$ cat src/core/wwdt_pkg.sv
// Constants and types for the windowed watchdog timer
package wwdt_pkg;
	localparam int unsigned ADDR_W      = 8;
	localparam int unsigned IDX_W       = 2;
	localparam int unsigned CNT_W       = 14;
	// Register indices; byte address is four times the index
	localparam logic [IDX_W-1:0] IDX_CTRL   = 2'h0;
	localparam logic [IDX_W-1:0] IDX_STATUS = 2'h1;
	localparam logic [IDX_W-1:0] IDX_PROT   = 2'h2;
	localparam logic [IDX_W-1:0] IDX_LAST   = 2'h2;
	// Field layout
	localparam int unsigned PER_LSB     = 0;
	localparam int unsigned WIN_LSB     = 4;
	localparam int unsigned LOCK_BIT    = 7;
	localparam int unsigned SYNC_BIT    = 0;
	localparam logic [7:0]  CTRL_RESET  = 8'h00;
	localparam logic [3:0]  CODE_OFF    = 4'h0;
	localparam logic [3:0]  CODE_MAX    = 4'hb;
	localparam int unsigned TICK_SHIFT  = 2;
	// Timed write protection
	localparam logic [7:0]  PROT_KEY    = 8'hc3;
	localparam logic [2:0]  PROT_CYCLES = 3'h4;
	// Crossing of control writes and clears, in counter ticks
	localparam logic [1:0]  SYNC_LAST   = 2'h1;
	// Bus answers
	localparam logic [1:0]  RESP_OKAY   = 2'b00;
	localparam logic [1:0]  RESP_SLVERR = 2'b10;

	typedef enum logic [2:0] {
		ST_OFF,
		ST_NORMAL,
		ST_FIRST,
		ST_CLOSED,
		ST_OPEN
	} wwdt_state_t;

	function automatic logic wwdt_code_ok(input logic [3:0] code);
		return (code != CODE_OFF) && (code <= CODE_MAX);
	endfunction

	function automatic logic [CNT_W-1:0] wwdt_ticks(input logic [3:0] code);
		return CNT_W'(1) << (code + 4'(TICK_SHIFT));
	endfunction
endpackage

$ cat src/core/wwdt_reg_if.sv
// Register access carrier between bus slave and watchdog core
`timescale 1ns/1ps
`default_nettype none
interface wwdt_reg_if;
	import wwdt_pkg::*;
	logic             wr_en;
	logic [IDX_W-1:0] wr_idx;
	logic [7:0]       wr_data;
	logic [IDX_W-1:0] rd_idx;
	logic [7:0]       rd_data;

	modport slave (output wr_en, wr_idx, wr_data, rd_idx, input rd_data);
	modport regs  (input wr_en, wr_idx, wr_data, rd_idx, output rd_data);
endinterface
`default_nettype wire

$ cat src/core/wwdt_axil_slave.sv
// AXI4-Lite slave for the watchdog registers
`timescale 1ns/1ps
`default_nettype none
module wwdt_axil_slave (
	// Clock and reset
	input  wire logic                   i_core_clk,
	input  wire logic                   i_rst,
	// Write channels
	input  wire logic [wwdt_pkg::ADDR_W-1:0] i_awaddr,
	input  wire logic                   i_awvalid,
	output logic                        o_awready,
	input  wire logic [31:0]            i_wdata,
	input  wire logic [3:0]             i_wstrb,
	input  wire logic                   i_wvalid,
	output logic                        o_wready,
	output logic [1:0]                  o_bresp,
	output logic                        o_bvalid,
	input  wire logic                   i_bready,
	// Read channels
	input  wire logic [wwdt_pkg::ADDR_W-1:0] i_araddr,
	input  wire logic                   i_arvalid,
	output logic                        o_arready,
	output logic [31:0]                 o_rdata,
	output logic [1:0]                  o_rresp,
	output logic                        o_rvalid,
	input  wire logic                   i_rready,
	// Register side
	wwdt_reg_if.slave                   bus
);
	import wwdt_pkg::*;

	logic                aw_got_r;
	logic                w_got_r;
	logic [ADDR_W-1:0]   awaddr_r;
	logic [7:0]          wdata_r;
	logic                wlane_r;
	logic                aw_take;
	logic                w_take;
	logic                aw_have;
	logic                w_have;
	logic                do_wr;
	logic                b_hold;
	logic                ar_take;
	logic                r_hold;
	logic [ADDR_W-1:0]   wa;

	assign aw_take = i_awvalid & o_awready;
	assign w_take  = i_wvalid & o_wready;
	assign aw_have = aw_got_r | aw_take;
	assign w_have  = w_got_r | w_take;
	assign do_wr   = aw_have & w_have & ~o_bvalid;
	assign b_hold  = do_wr | (o_bvalid & ~i_bready);
	assign wa      = aw_take ? i_awaddr : awaddr_r;
	assign ar_take = i_arvalid & o_arready;
	assign r_hold  = ar_take | (o_rvalid & ~i_rready);

	assign bus.wr_en   = do_wr & (w_take ? i_wstrb[0] : wlane_r)
		& (wa[ADDR_W-1:IDX_W+2] == '0) & (wa[IDX_W+1:2] <= IDX_LAST);
	assign bus.wr_idx  = wa[IDX_W+1:2];
	assign bus.wr_data = w_take ? i_wdata[7:0] : wdata_r;
	assign bus.rd_idx  = i_araddr[IDX_W+1:2];

	// Write path
	always_ff @(posedge i_core_clk) begin
		if (i_rst) begin
			aw_got_r  <= 1'b0;
			w_got_r   <= 1'b0;
			awaddr_r  <= '0;
			wdata_r   <= '0;
			wlane_r   <= 1'b0;
			o_awready <= 1'b0;
			o_wready  <= 1'b0;
			o_bvalid  <= 1'b0;
			o_bresp   <= RESP_OKAY;
		end else begin
			aw_got_r  <= aw_have & ~do_wr;
			w_got_r   <= w_have & ~do_wr;
			o_awready <= ~(aw_have & ~do_wr) & ~b_hold;
			o_wready  <= ~(w_have & ~do_wr) & ~b_hold;
			o_bvalid  <= b_hold;
			if (aw_take) begin
				awaddr_r <= i_awaddr;
			end
			if (w_take) begin
				wdata_r <= i_wdata[7:0];
				wlane_r <= i_wstrb[0];
			end
			if (do_wr) begin
				o_bresp <= ((wa[ADDR_W-1:IDX_W+2] == '0)
					&& (wa[IDX_W+1:2] <= IDX_LAST)) ? RESP_OKAY : RESP_SLVERR;
			end
		end
	end

	// Read path
	always_ff @(posedge i_core_clk) begin
		if (i_rst) begin
			o_arready <= 1'b0;
			o_rvalid  <= 1'b0;
			o_rdata   <= '0;
			o_rresp   <= RESP_OKAY;
		end else begin
			o_arready <= ~r_hold;
			o_rvalid  <= r_hold;
			if (ar_take) begin
				if ((i_araddr[ADDR_W-1:IDX_W+2] == '0)
					&& (i_araddr[IDX_W+1:2] <= IDX_LAST)) begin
					o_rdata <= {24'h000000, bus.rd_data};
					o_rresp <= RESP_OKAY;
				end else begin
					o_rdata <= '0;
					o_rresp <= RESP_SLVERR;
				end
			end
		end
	end
endmodule // wwdt_axil_slave
`default_nettype wire

$ cat src/core/wwdt_top.sv
// Windowed watchdog timer core with register file
//
// Local design decisions: the placing of the registers and the AXI4-Lite register port.
`timescale 1ns/1ps
`default_nettype none
module wwdt_top (
	// Clock and reset
	input  wire logic                        i_core_clk,
	input  wire logic                        i_rst,
	// AXI4-Lite write
	input  wire logic [wwdt_pkg::ADDR_W-1:0] i_s_axi_awaddr,
	input  wire logic                        i_s_axi_awvalid,
	output logic                             o_s_axi_awready,
	input  wire logic [31:0]                 i_s_axi_wdata,
	input  wire logic [3:0]                  i_s_axi_wstrb,
	input  wire logic                        i_s_axi_wvalid,
	output logic                             o_s_axi_wready,
	output logic [1:0]                       o_s_axi_bresp,
	output logic                             o_s_axi_bvalid,
	input  wire logic                        i_s_axi_bready,
	// AXI4-Lite read
	input  wire logic [wwdt_pkg::ADDR_W-1:0] i_s_axi_araddr,
	input  wire logic                        i_s_axi_arvalid,
	output logic                             o_s_axi_arready,
	output logic [31:0]                      o_s_axi_rdata,
	output logic [1:0]                       o_s_axi_rresp,
	output logic                             o_s_axi_rvalid,
	input  wire logic                        i_s_axi_rready,
	// Counter clock from the low-power oscillator
	input  wire logic                        i_wdt_counter_clk,
	// CPU side
	input  wire logic                        i_clear_instr,
	input  wire logic                        i_debug_halt,
	// System reset request
	output logic                             o_sys_reset
);
	import wwdt_pkg::*;

	wwdt_reg_if bus ();

	wwdt_axil_slave u_slave (
		.i_core_clk (i_core_clk),
		.i_rst      (i_rst),
		.i_awaddr   (i_s_axi_awaddr),
		.i_awvalid  (i_s_axi_awvalid),
		.o_awready  (o_s_axi_awready),
		.i_wdata    (i_s_axi_wdata),
		.i_wstrb    (i_s_axi_wstrb),
		.i_wvalid   (i_s_axi_wvalid),
		.o_wready   (o_s_axi_wready),
		.o_bresp    (o_s_axi_bresp),
		.o_bvalid   (o_s_axi_bvalid),
		.i_bready   (i_s_axi_bready),
		.i_araddr   (i_s_axi_araddr),
		.i_arvalid  (i_s_axi_arvalid),
		.o_arready  (o_s_axi_arready),
		.o_rdata    (o_s_axi_rdata),
		.o_rresp    (o_s_axi_rresp),
		.o_rvalid   (o_s_axi_rvalid),
		.i_rready   (i_s_axi_rready),
		.bus        (bus)
	);

	logic              osc_s1_r;
	logic              osc_s2_r;
	logic              osc_s3_r;
	logic              tick;
	logic [7:0]        cfg_r;
	logic [7:0]        shadow_r;
	logic              pend_r;
	logic [1:0]        pend_cnt_r;
	logic              cfg_apply;
	logic              clr_pend_r;
	logic [1:0]        clr_cnt_r;
	logic              clr_apply;
	logic              lock_r;
	logic [2:0]        prot_cnt_r;
	logic              prot_ok;
	logic              ctrl_wr;
	logic              lock_wr;
	logic              key_wr;
	logic              halted_r;
	logic [3:0]        per_code;
	logic [3:0]        win_code;
	logic              ena;
	logic              win;
	logic [7:0]        cfg_eff;
	logic              ena_eff;
	logic              win_eff;
	logic [CNT_W-1:0]  per_lim;
	logic [CNT_W-1:0]  win_lim;
	logic [CNT_W-1:0]  lim;
	wwdt_state_t       state_r;
	wwdt_state_t       state_nxt;
	logic [CNT_W-1:0]  cnt_r;
	logic [CNT_W-1:0]  cnt_nxt;
	logic              trip;

	// Oscillator edge into the core clock
	always_ff @(posedge i_core_clk) begin
		if (i_rst) begin
			osc_s1_r <= 1'b0;
			osc_s2_r <= 1'b0;
			osc_s3_r <= 1'b0;
		end else begin
			osc_s1_r <= i_wdt_counter_clk;
			osc_s2_r <= osc_s1_r;
			osc_s3_r <= osc_s2_r;
		end
	end
	assign tick = osc_s2_r & ~osc_s3_r;

	// Register decode
	assign prot_ok = (prot_cnt_r != '0);
	assign key_wr  = bus.wr_en && (bus.wr_idx == IDX_PROT)
		&& (bus.wr_data == PROT_KEY);
	assign ctrl_wr = bus.wr_en && (bus.wr_idx == IDX_CTRL) && prot_ok
		&& !lock_r && !pend_r;
	assign lock_wr = bus.wr_en && (bus.wr_idx == IDX_STATUS) && prot_ok
		&& bus.wr_data[LOCK_BIT];

	always_comb begin
		bus.rd_data = 8'h00;
		unique case (bus.rd_idx)
			IDX_CTRL:   bus.rd_data = cfg_r;
			IDX_STATUS: begin
				bus.rd_data[LOCK_BIT] = lock_r;
				bus.rd_data[SYNC_BIT] = pend_r;
			end
			default:    bus.rd_data = 8'h00;
		endcase
	end

	// Timed write protection window
	always_ff @(posedge i_core_clk) begin
		if (i_rst) begin
			prot_cnt_r <= '0;
		end else if (key_wr) begin
			prot_cnt_r <= PROT_CYCLES;
		end else if (ctrl_wr || lock_wr) begin
			prot_cnt_r <= '0;
		end else if (prot_ok) begin
			prot_cnt_r <= prot_cnt_r - 3'h1;
		end
	end

	// Lock bit
	always_ff @(posedge i_core_clk) begin
		if (i_rst) begin
			lock_r <= 1'b0;
		end else if (halted_r) begin
			lock_r <= 1'b0;
		end else if (lock_wr) begin
			lock_r <= 1'b1;
		end
	end

	// Control write crossing into counter ticks
	assign cfg_apply = pend_r && tick && (pend_cnt_r == SYNC_LAST);
	always_ff @(posedge i_core_clk) begin
		if (i_rst) begin
			cfg_r      <= CTRL_RESET;
			shadow_r   <= CTRL_RESET;
			pend_r     <= 1'b0;
			pend_cnt_r <= '0;
		end else if (ctrl_wr) begin
			shadow_r   <= bus.wr_data;
			pend_r     <= 1'b1;
			pend_cnt_r <= '0;
		end else if (cfg_apply) begin
			cfg_r      <= shadow_r;
			pend_r     <= 1'b0;
		end else if (pend_r && tick) begin
			pend_cnt_r <= pend_cnt_r + 2'h1;
		end
	end

	// Clear instruction crossing; repeats in transit are dropped
	assign clr_apply = clr_pend_r && tick && (clr_cnt_r == SYNC_LAST);
	always_ff @(posedge i_core_clk) begin
		if (i_rst) begin
			clr_pend_r <= 1'b0;
			clr_cnt_r  <= '0;
		end else if (clr_apply) begin
			clr_pend_r <= 1'b0;
		end else if (clr_pend_r) begin
			if (tick) begin
				clr_cnt_r <= clr_cnt_r + 2'h1;
			end
		end else if (i_clear_instr && !halted_r) begin
			clr_pend_r <= 1'b1;
			clr_cnt_r  <= '0;
		end
	end

	// Debug halt tracking
	always_ff @(posedge i_core_clk) begin
		if (i_rst) begin
			halted_r <= 1'b0;
		end else begin
			halted_r <= i_debug_halt;
		end
	end

	// Mode and limits from the control register alone
	assign per_code = cfg_r[PER_LSB +: 4];
	assign win_code = cfg_r[WIN_LSB +: 4];
	assign ena      = wwdt_code_ok(per_code);
	assign win      = wwdt_code_ok(win_code);
	assign per_lim  = wwdt_ticks(per_code);
	assign win_lim  = wwdt_ticks(win_code);
	assign lim      = (state_r == ST_CLOSED) ? win_lim : per_lim;
	// Mode decided from the value that is being applied
	assign cfg_eff  = cfg_apply ? shadow_r : cfg_r;
	assign ena_eff  = wwdt_code_ok(cfg_eff[PER_LSB +: 4]);
	assign win_eff  = wwdt_code_ok(cfg_eff[WIN_LSB +: 4]);

	always_comb begin
		state_nxt = state_r;
		cnt_nxt   = cnt_r;
		trip      = 1'b0;
		if (!ena_eff) begin
			state_nxt = ST_OFF;
			cnt_nxt   = '0;
		end else if (halted_r) begin
			cnt_nxt = '0;
			if (!i_debug_halt || cfg_apply) begin
				state_nxt = win_eff ? ST_FIRST : ST_NORMAL;
			end
		end else if (cfg_apply) begin
			cnt_nxt   = '0;
			state_nxt = win_eff ? ST_FIRST : ST_NORMAL;
		end else if (clr_apply) begin
			cnt_nxt = '0;
			unique case (state_r)
				ST_CLOSED: trip = 1'b1;
				ST_FIRST,
				ST_OPEN:   state_nxt = ST_CLOSED;
				ST_NORMAL: state_nxt = ST_NORMAL;
				ST_OFF:    state_nxt = win_eff ? ST_FIRST : ST_NORMAL;
			endcase
		end else if (tick) begin
			if (state_r == ST_OFF) begin
				state_nxt = win_eff ? ST_FIRST : ST_NORMAL;
			end else if (cnt_r == lim - CNT_W'(1)) begin
				cnt_nxt = '0;
				if (state_r == ST_CLOSED) begin
					state_nxt = ST_OPEN;
				end else begin
					trip = 1'b1;
				end
			end else begin
				cnt_nxt = cnt_r + CNT_W'(1);
			end
		end
	end

	// Counter and phase
	always_ff @(posedge i_core_clk) begin
		if (i_rst) begin
			state_r <= ST_OFF;
			cnt_r   <= '0;
		end else begin
			state_r <= state_nxt;
			cnt_r   <= cnt_nxt;
		end
	end

	// System reset request, held until the system reset arrives
	always_ff @(posedge i_core_clk) begin
		if (i_rst) begin
			o_sys_reset <= 1'b0;
		end else if (trip) begin
			o_sys_reset <= 1'b1;
		end
	end
endmodule // wwdt_top
`default_nettype wire

$ cat config.mk
export PLATFORM = sky130hd
export DESIGN_NAME = wwdt_top
export DESIGN_NICKNAME = d
export VERILOG_FILES = /design/src/core/wwdt_pkg.sv /design/src/core/wwdt_reg_if.sv /design/src/core/wwdt_axil_slave.sv /design/src/core/wwdt_top.sv
export SDC_FILE = /design/constraint.sdc
export NUM_CORES = 1
export LEC_CHECK = 0
export ABC_AREA = 0
export BUFFER_PORTS_ARGS = -buffer_cell sky130_fd_sc_hd__buf_4
export CORE_MARGIN = 1
export CORE_UTILIZATION = 44
export DETAILED_ROUTE_END_ITERATION = 6
export GPL_TIMING_DRIVEN = 0
export PLACE_DENSITY_LB_ADDON = 0.12
export SETUP_SLACK_MARGIN = 0.02
export SYNTH_ARGS = -nofsm -noshare
export SYNTH_HDL_FRONTEND = slang
export SYNTH_SLANG_ARGS = --single-unit
$ cat constraint.sdc
create_clock -name i_core_clk -period 5.2 [get_ports i_core_clk]
set_input_delay 1.56 -clock i_core_clk [delete_from_list [all_inputs] [get_ports i_core_clk]]
set_output_delay 1.56 -clock i_core_clk [all_outputs]
set_load 0.02 [all_outputs]
==> impl_summary.md, run 1 <==
Synth
Among all flip-flop cells after synthesis, the most frequent one is sky130_fd_sc_hd__dfxtp_1. Summing the areas of all xor and xnor instances in the mapped netlist gives just under 6% of the synthesized area. The synthesized instance count is roughly 570.

The number of flip-flops and latches in the synthesized netlist is 80. The post-synthesis adder-cell area fraction is 2.12%. In the synthesized netlist, mux cells make up 4.59% of the area. The share of the Yosys chip area taken by registers is around a third. The fraction of the mapped netlist area in compound gates is ~16%. By area, the combinational part of the netlist is dominated by simple AND/OR/NAND/NOR gates. A synthesized cell averages between 8 and 9 um^2. The number of flops mapped to enable cells by yosys is 0. Of the total synthesized cell area, the portion taken by AND, OR, NAND and NOR gates is 28.2%. In the synthesized netlist the async set-or-reset flop fraction comes to 0%. After synthesis the cells add up to approximately 4600 um^2. The number of different library cells used by synthesis comes to between 60 and 70.

The total of warnings raised by yosys is 0.

Die
The initial utilization of the core area, before any placement, comes to between 40% and 50%. The x dimension of the die is 104 um. The die covers 10900 um^2. The number of standard-cell rows in the floorplan is 36.

about 100 I/O pins were placed. The height of the chip is between 100 and 150 um. The floorplan step defined a core boundary enclosing between 9000 and 10000 um^2.

Drt
Before antenna repair, the detailed router went through 4 iterations. The number of nets still failing antenna checks after routing is 0. Summed over all layers, the routed wires come to between 10000 and 15000 um.

The total DRC errors in the routed layout is 0. The routed layout has 4255 vias. The per-cell via count in the routed design is 5.43.

After the first detailed-routing iteration, the DRC count stood at 184. After detailed routing, the average wire length per cell comes to around 15 um.

Global routing
The routing usage on met3 is ~3.4%. After global routing, the most crowded layer is met2. The global-route wire length before repair is just under 20000 um.

For met1 alone, demand over resource in global routing was approximately 28%. The pin count of the biggest net entering global routing is 13. The global-route congestion overflow total is 0.

The initial antenna violation count was 0. The via count of the first global-routing pass is between 3000 and 4000. Global routing used between 30% and 40% of the available met2 tracks. The total routing resource utilization after global routing is between 20 and 25%.

Setup path
On the critical path, the stage with the largest delay is an instance of sky130_fd_sc_hd__dfxtp_1. The largest incremental delay on the critical path is between 0.4 and 0.5 ns. The capturing element type of the critical path is a flip-flop.

The critical path is of the reg2reg type. STA puts the critical path data arrival time at 5.10 ns. The number of cells on the worst reg-to-reg path is 20. The highest fanout seen on the critical path is 10.

The critical path data required time is between 5 and 6 ns. The worst setup path is launched from a flip-flop. The critical path goes through and3b_2 > buf_6 > mux2_2 > ha_1 > buf_2 > xor2_1 > mux2_2 > nor3_1 > inv_1 > ha_1 > clkbuf_2 > nor2_1 > nand3_1 > a31oi_1 > a211oi_2 > xnor2_1 > a2111oi_4 > and4_4 > buf_4 > nor3_1.

Final layout
The signed area change from the synthesized netlist to the final layout is 16.5%. The final layout contains around 720 nets. The summed area of non-filler cells in the final layout is 5360 um^2. The fraction of final layout cells with drive strength greater than 1 is 16.9%. The finished layout holds between 700 and 800 standard cells, fillers aside.

The number of antenna cells inserted is 0. Leaving out fill and tap cells, the most frequent cells in the layout are sky130_fd_sc_hd__dfxtp_1 (80), sky130_fd_sc_hd__buf_4 (73), sky130_fd_sc_hd__nand2_1 (63), sky130_fd_sc_hd__nor2_1 (54), sky130_fd_sc_hd__a21oi_1 (40). The library cell used most frequently in the layout, excluding fill and tap cells, is sky130_fd_sc_hd__dfxtp_1.

Run status
The flow ran to the end, and the final reports show no timing, DRC or antenna violations.

STA
The number of endpoints failing setup at the final stage is 0. Dividing the final minimum period by the clock period gives 93.7%. The number of pins exceeding their max-slew limit in the final report is 0.

The total negative setup slack is 0 ns. After layout, the minimum clock period comes to slightly below 5 ns. Setup repair after global routing left no endpoint under its margin. The relative slew slack is a little under two fifths. The transition at the pin with the smallest max-transition slack is between 0.9 and 1 ns. The final hold violation count was 0. For the final database, setup skew stands at 0.0105 ns. On the final layout, the worst hold slack is around 0.44 ns. Timing would allow up to 205 MHz.

Clock network
The count of buffers added by post-CTS timing repair for setup is 0. CTS built an H-tree with a depth of 3. No sink is reached through more buffers than the 2 on the longest clock path.

For this design, the sink count on the clock tree is 80. The clock latency of the later-clocked register in the worst-skew pair is between 0.3 and 0.4 ns. The total clock buffers created by CTS is 9. The tree is rooted in a sky130_fd_sc_hd__clkbuf_8. The CTS tree is done. After clock tree synthesis, the clock-pin slew on the worst setup and hold paths is around 0.08 ns.

Placed design
The number of port buffers is between 40 and 50. Routability-driven placement finished with a final weighted congestion of 0.871. The number of placed instances with taps included is 769. Summing all placed instances gives a cell area of 5210 um^2.

Once detailed placement completed, the half-perimeter wirelength came to between 9000 and 10000 um.

Power
The static power due to leakage is roughly 2.1 nW. VDD sags by at most between 0.15 and 0.2 mV. The total power draw is 0.00122 W. For this design the ratio of total power to cell area is roughly 230 nW/um^2.

Min path
Counting instances, the worst hold path has a depth of 1. The path class of the tightest hold or removal check is reg2reg.

Run
The number of max-cap violations is 0.
critical path: cells and delay by family, from the launching register on:
kind,cells,cell delay [ns]
and+or+nand+nor,6,1.26
adders and majority gates,2,0.44
buffers and inverters,5,0.81
muxes,2,0.78
xor gates and xnor gates,2,0.38
DFF,1,0.45
AOI/OAI and AO/OA,3,0.63
through the flow:
step	setup slack (ns)	utilization, %
2_1_floorplan	1.00	-
3_3_place_gp	0.389	52.3
3_5_place_dp	0.372	52.3
4_1_cts	0.312	53.8
5_1_grt	0.0670	53.9
6_report	0.326	53.9
layer usage:
layer  share of wire [%]  wire, um  up-vias
li1                    -         -     2128
met1                  44      5320     1999
met2                  50      5980      114
met3                 4.3       513       14
met4                 1.2       143        0
met5                   0         0        -
logic make-up after synthesis:
kind of cell / Yosys count
adders and majority gates: 8
other: 1
xor gates and xnor gates: 31
buffers and inverters: 68
AOI/OAI and AO/OA: 108
muxes: 20
and+or+nand+nor: 249
DFF: 80
synth_stat cells (6+ instances only):
cell type	count	area [um^2]
sky130_fd_sc_hd__a21oi_1	40	200
sky130_fd_sc_hd__xnor2_1	22	193
sky130_fd_sc_hd__nor2b_1	16	100
sky130_fd_sc_hd__nand2b_1	9	56.3
sky130_fd_sc_hd__o22a_1	7	61.3
sky130_fd_sc_hd__a211oi_1	10	75.1
sky130_fd_sc_hd__nor3b_1	7	52.6
sky130_fd_sc_hd__clkbuf_1	21	78.8
sky130_fd_sc_hd__inv_1	12	45.0
sky130_fd_sc_hd__dfxtp_1	80	1600
sky130_fd_sc_hd__and3_1	6	37.5
sky130_fd_sc_hd__xor2_1	9	78.8
sky130_fd_sc_hd__buf_4	27	203
sky130_fd_sc_hd__nor2_1	54	203
sky130_fd_sc_hd__nand2_1	63	236
sky130_fd_sc_hd__a22oi_1	8	60.1
sky130_fd_sc_hd__nor4_1	11	68.8
sky130_fd_sc_hd__nor3_1	24	120
sky130_fd_sc_hd__nand4_1	8	50.1
sky130_fd_sc_hd__nand3b_1	11	82.6
sky130_fd_sc_hd__ha_1	7	87.6
sky130_fd_sc_hd__nand3_1	17	85.1
sky130_fd_sc_hd__mux2i_1	13	130
sequential cells by signal, indices dropped and copies added, names as in the netlist, 2 cells and up:
name,cells
u_slave.o_rdata,8
cfg_r,8
pend_cnt_r,2
state_r,3
clr_cnt_r,2
prot_cnt_r,3
u_slave.awaddr_r,6
cnt_r,14
shadow_r,8
u_slave.wdata_r,8
power breakdown:
part | leakage, nW | internal [W] | switching, W
Clock | 0.0817 | 0.000166 | 0.000216
Combinational | 1.35 | 0.0000787 | 0.000102
Sequential | 0.649 | 0.000637 | 0.0000158
Total | 2.08 | 0.000882 | 0.000333
area by class of cell:
cell class              instances  area, um^2
plain buffers                  56         325
clock buffers                  10         128
clock inverters                 4        23.8
fillers                       987        4590
inverters                      12        45.0
multi-input cells             442        2730
flip-flops and latches         80        1600
well taps                     133         166
repair buffers                 46         345
path summary, 6_finish.rpt:
check	startpoint	to	slack (ns)
worst max-delay path	state_r[0]$_SDFFE_PP0P_	cnt_r[12]$_SDFFE_PP0P_	0.33
worst min-delay path	u_slave.aw_got_r$_SDFF_PP0_	u_slave.o_awready$_SDFF_PP0_	0.44
worst max register to register	state_r[0]$_SDFFE_PP0P_	cnt_r[12]$_SDFFE_PP0P_	0.33
worst min register to register	u_slave.aw_got_r$_SDFF_PP0_	u_slave.o_awready$_SDFF_PP0_	0.44
timing repair:
| item | CTS | global route |
|---|---|---|
| endpoints found under the setup margin | 0 | 11 |
| hold buffers | 0 | 0 |
| gates resized for setup | 0 | 2 |
Power figures use the tool's default switching activity.
==> run 2, diff against run 1 <==
--- a/config.mk
+++ b/config.mk
@@ -7,8 +7,10 @@
 export LEC_CHECK = 0
 export ABC_AREA = 0
 export BUFFER_PORTS_ARGS = -buffer_cell sky130_fd_sc_hd__buf_4
+export CELL_PAD_IN_SITES_DETAIL_PLACEMENT = 1
+export CELL_PAD_IN_SITES_GLOBAL_PLACEMENT = 1
 export CORE_MARGIN = 1
-export CORE_UTILIZATION = 44
+export CORE_UTILIZATION = 40
 export DETAILED_ROUTE_END_ITERATION = 6
 export GPL_TIMING_DRIVEN = 0
 export PLACE_DENSITY_LB_ADDON = 0.12
==> constraint.sdc (replaced) <==
create_clock -name i_core_clk -period 5.2 [get_ports i_core_clk]
set_input_delay 0.52 -clock i_core_clk [delete_from_list [all_inputs] [get_ports i_core_clk]]
set_output_delay 0.52 -clock i_core_clk [all_outputs]
set_load 0.02 [all_outputs]
==> impl_summary.md, run 2 (synthesis gave the netlist of run 1 again) <==
Setup path
Data on the critical path is required at its endpoint by 5.41 ns. The highest fanout seen on the critical path is 10. The critical path is of the reg2reg type.

The worst setup path is launched from a flip-flop. The capturing element type of the critical path is a flip-flop. Data arrives at the worst endpoint at roughly 5.0 ns.

STA
The number of endpoints failing setup at the final stage is 0. In this run the tightest slew margin relative to its limit is around a third. Between clock sinks in the finished design, the worst skew comes to roughly 0.0098 ns. The number of pins exceeding their max-slew limit in the final report is 0. The total negative setup slack is 0 ns. The transition at the pin with the smallest max-transition slack is ~1.0 ns. Setup repair after global routing left no endpoint under its margin.

The minimum clock period is ~4.8 ns. The final hold violation count is 0. The final period utilization is roughly 92%.

The maximum operating frequency is around 210 MHz.

Final layout
Leaving out fill and tap cells, the most frequent cell in the layout is sky130_fd_sc_hd__dfxtp_1. The signed area change from the synthesized netlist to the final layout is 19.4%. The top cell types in the final layout, fill and taps aside, are sky130_fd_sc_hd__dfxtp_1 (80), sky130_fd_sc_hd__buf_4 (73), sky130_fd_sc_hd__nand2_1 (63), sky130_fd_sc_hd__nor2_1 (54), sky130_fd_sc_hd__a21oi_1 (40). The total number of nets in the final design is 716. The flip-flop count of the largest register after layout is 14. Excluding fillers, the count of instances in the completed layout stands at just under 800. The number of antenna diodes in the final layout is 0. The fill cell total of the finished layout is between 1000 and 1500. The area occupied by multi-input gates is around 2700 um^2. The area of all sequential standard cells is between 1500 and 2000 um^2.

More flip-flops sit in one register than any other, and that register is cnt_r. The summed area of non-filler cells in the final layout is 5500 um^2. The post-route netlist has 17.1% of its cells at a drive strength greater than 1.

Power
The ratio of total power to cell area is 260 nW/um^2. The static power due to leakage is 2.14 nW. VDD sags by at most 0.168 mV.

Drt
The total wire length after detailed routing is ~14000 um. The number of vias in the routed layout is roughly 4300. Dividing the detail-routed wire length by the instance count gives between 15 and 20 um. The number of DRC markers after the initial detailed-route iteration is between 100 and 150. The detailed-routing iteration count for the pre-antenna-repair pass is 4. The number of nets still failing antenna checks after routing is 0. The per-cell via count in the routed design is 5.49. The total DRC errors in the routed layout is 0.

Clock network
The maximum count of clock buffers along a single path is 2. The number of clock buffers added by TritonCTS is 9. The H-tree was split into 3 levels. The count of clock tree sinks is 80. TritonCTS built the clock tree. Once the clock tree was built, the setup fixing pass inserted 0 buffers. The clock latency of the later-clocked register in the worst-skew pair is about 0.35 ns.

The clock root buffer is sky130_fd_sc_hd__clkbuf_16. The number of gates resized after CTS was 0. The number of hold buffers added after cts is 0. The clock-pin slew of the registers on the worst-case setup and hold paths is approximately 0.06 ns.

Global routing
After global routing the overflow that remains totals 0. The total routing resource utilization after global routing is roughly a quarter. The initial antenna violation count is 0. The pin count of the biggest net entering global routing is 13. The via count of the first global-routing pass is between 4000 and 5000.

The global-route wire length before repair is 22400 um.

Placed design
The final HPWL from detailed placement is about 11000 um. Port buffering added 46 buffers. The placement-stage cell area is around 5200 um^2. The number of placed instances with taps included is just under 800.

At the end of routability-driven placement, the weighted congestion stood at 0.888.

Die
Once the floorplan was initialized, standard cells occupied a little over two fifths of the core. The floorplan step set the die width to 109 um. From bottom edge to top edge, the die measures about 110 um. The die footprint is approximately 12000 um^2. The I/O pin count is around 100. In this run the core area contains 38 standard-cell rows. The region available for standard cell placement spans 11000 um^2.

Run
The tool flagged a number of max-cap violations equal to 0.

Min path
In this run the worst hold path is classified as in2reg.

Run status
The flow ran to the end, and the final reports show no timing, DRC or antenna violations.
[run 2: critical path, stage by stage (launching register included)]
cell                        delay [ns]
sky130_fd_sc_hd__dfxtp_1          0.44
sky130_fd_sc_hd__and3b_2          0.28
sky130_fd_sc_hd__buf_6            0.18
sky130_fd_sc_hd__mux2_2           0.38
sky130_fd_sc_hd__ha_1             0.19
sky130_fd_sc_hd__buf_2            0.16
sky130_fd_sc_hd__xor2_1           0.21
sky130_fd_sc_hd__mux2_2           0.41
sky130_fd_sc_hd__nor3_2           0.24
sky130_fd_sc_hd__inv_1            0.07
sky130_fd_sc_hd__ha_1             0.22
sky130_fd_sc_hd__clkbuf_2         0.22
sky130_fd_sc_hd__nor2_1           0.20
sky130_fd_sc_hd__nand3_1          0.10
sky130_fd_sc_hd__a31oi_1          0.23
sky130_fd_sc_hd__a211oi_2         0.07
sky130_fd_sc_hd__xnor2_1          0.16
sky130_fd_sc_hd__a2111oi_4        0.34
sky130_fd_sc_hd__and4_4           0.31
sky130_fd_sc_hd__buf_4            0.18
sky130_fd_sc_hd__nor3_1           0.06
[run 2: power breakdown]
part           switching [W]  leakage, nW  internal, W  total, W
Clock               0.000252        0.131     0.000345  0.000597
Sequential         0.0000160        0.649     0.000638  0.000654
Combinational       0.000102         1.36    0.0000784  0.000180
Total               0.000370         2.14      0.00106   0.00143
[run 2: area by class of cell]
type                            instances  area share [%]
Buffer                                 56            5.92
Clock buffer                           12            4.67
Clock inverter                          2           0.296
Inverter                               12           0.819
Multi-Input combinational cell        442            49.7
Sequential cell                        80            29.1
Tap cell                              140            3.19
Timing Repair Buffer                   46            6.28
[run 2: metrics by stage]
| stage | hold WS (ns) | worst slack [ns] | power (W) | util (%) |
|---|---|---|---|---|
| after floorplan | 0.401 | 1.00 | 0.000792 | - |
| after global placement | 0.416 | 0.389 | 0.000840 | 47.3 |
| after detailed placement | 0.419 | 0.244 | 0.000847 | 47.3 |
| after CTS | 0.374 | 0.234 | 0.00144 | 49.8 |
| after global routing | 0.379 | 0.0914 | 0.00149 | 49.8 |
| final | 0.377 | 0.401 | 0.00143 | 49.8 |
[run 2: final timing paths]
kind	startpoint	to	slack [ns]	cells after the start
setup / recovery	state_r[0]$_SDFFE_PP0P_	cnt_r[4]$_SDFFE_PP0P_	0.40	20
hold / removal	i_wdt_counter_clk	osc_s1_r$_SDFF_PP0_	0.38	2
setup reg to reg	state_r[0]$_SDFFE_PP0P_	cnt_r[4]$_SDFFE_PP0P_	0.40	20
hold reg to reg	u_slave.aw_got_r$_SDFF_PP0_	u_slave.o_awready$_SDFF_PP0_	0.43	1
[run 2: per-layer routing]
metal / global-route usage, % / vias to the layer above / share of wire (%)
li1: - / 2125 / -
met1: 31.8 / 2099 / 47
met2: 41.7 / 94 / 47
met3: 4.06 / 18 / 4.4
met4: 8.95 / 0 / 1.7
met5: 0 / - / 0
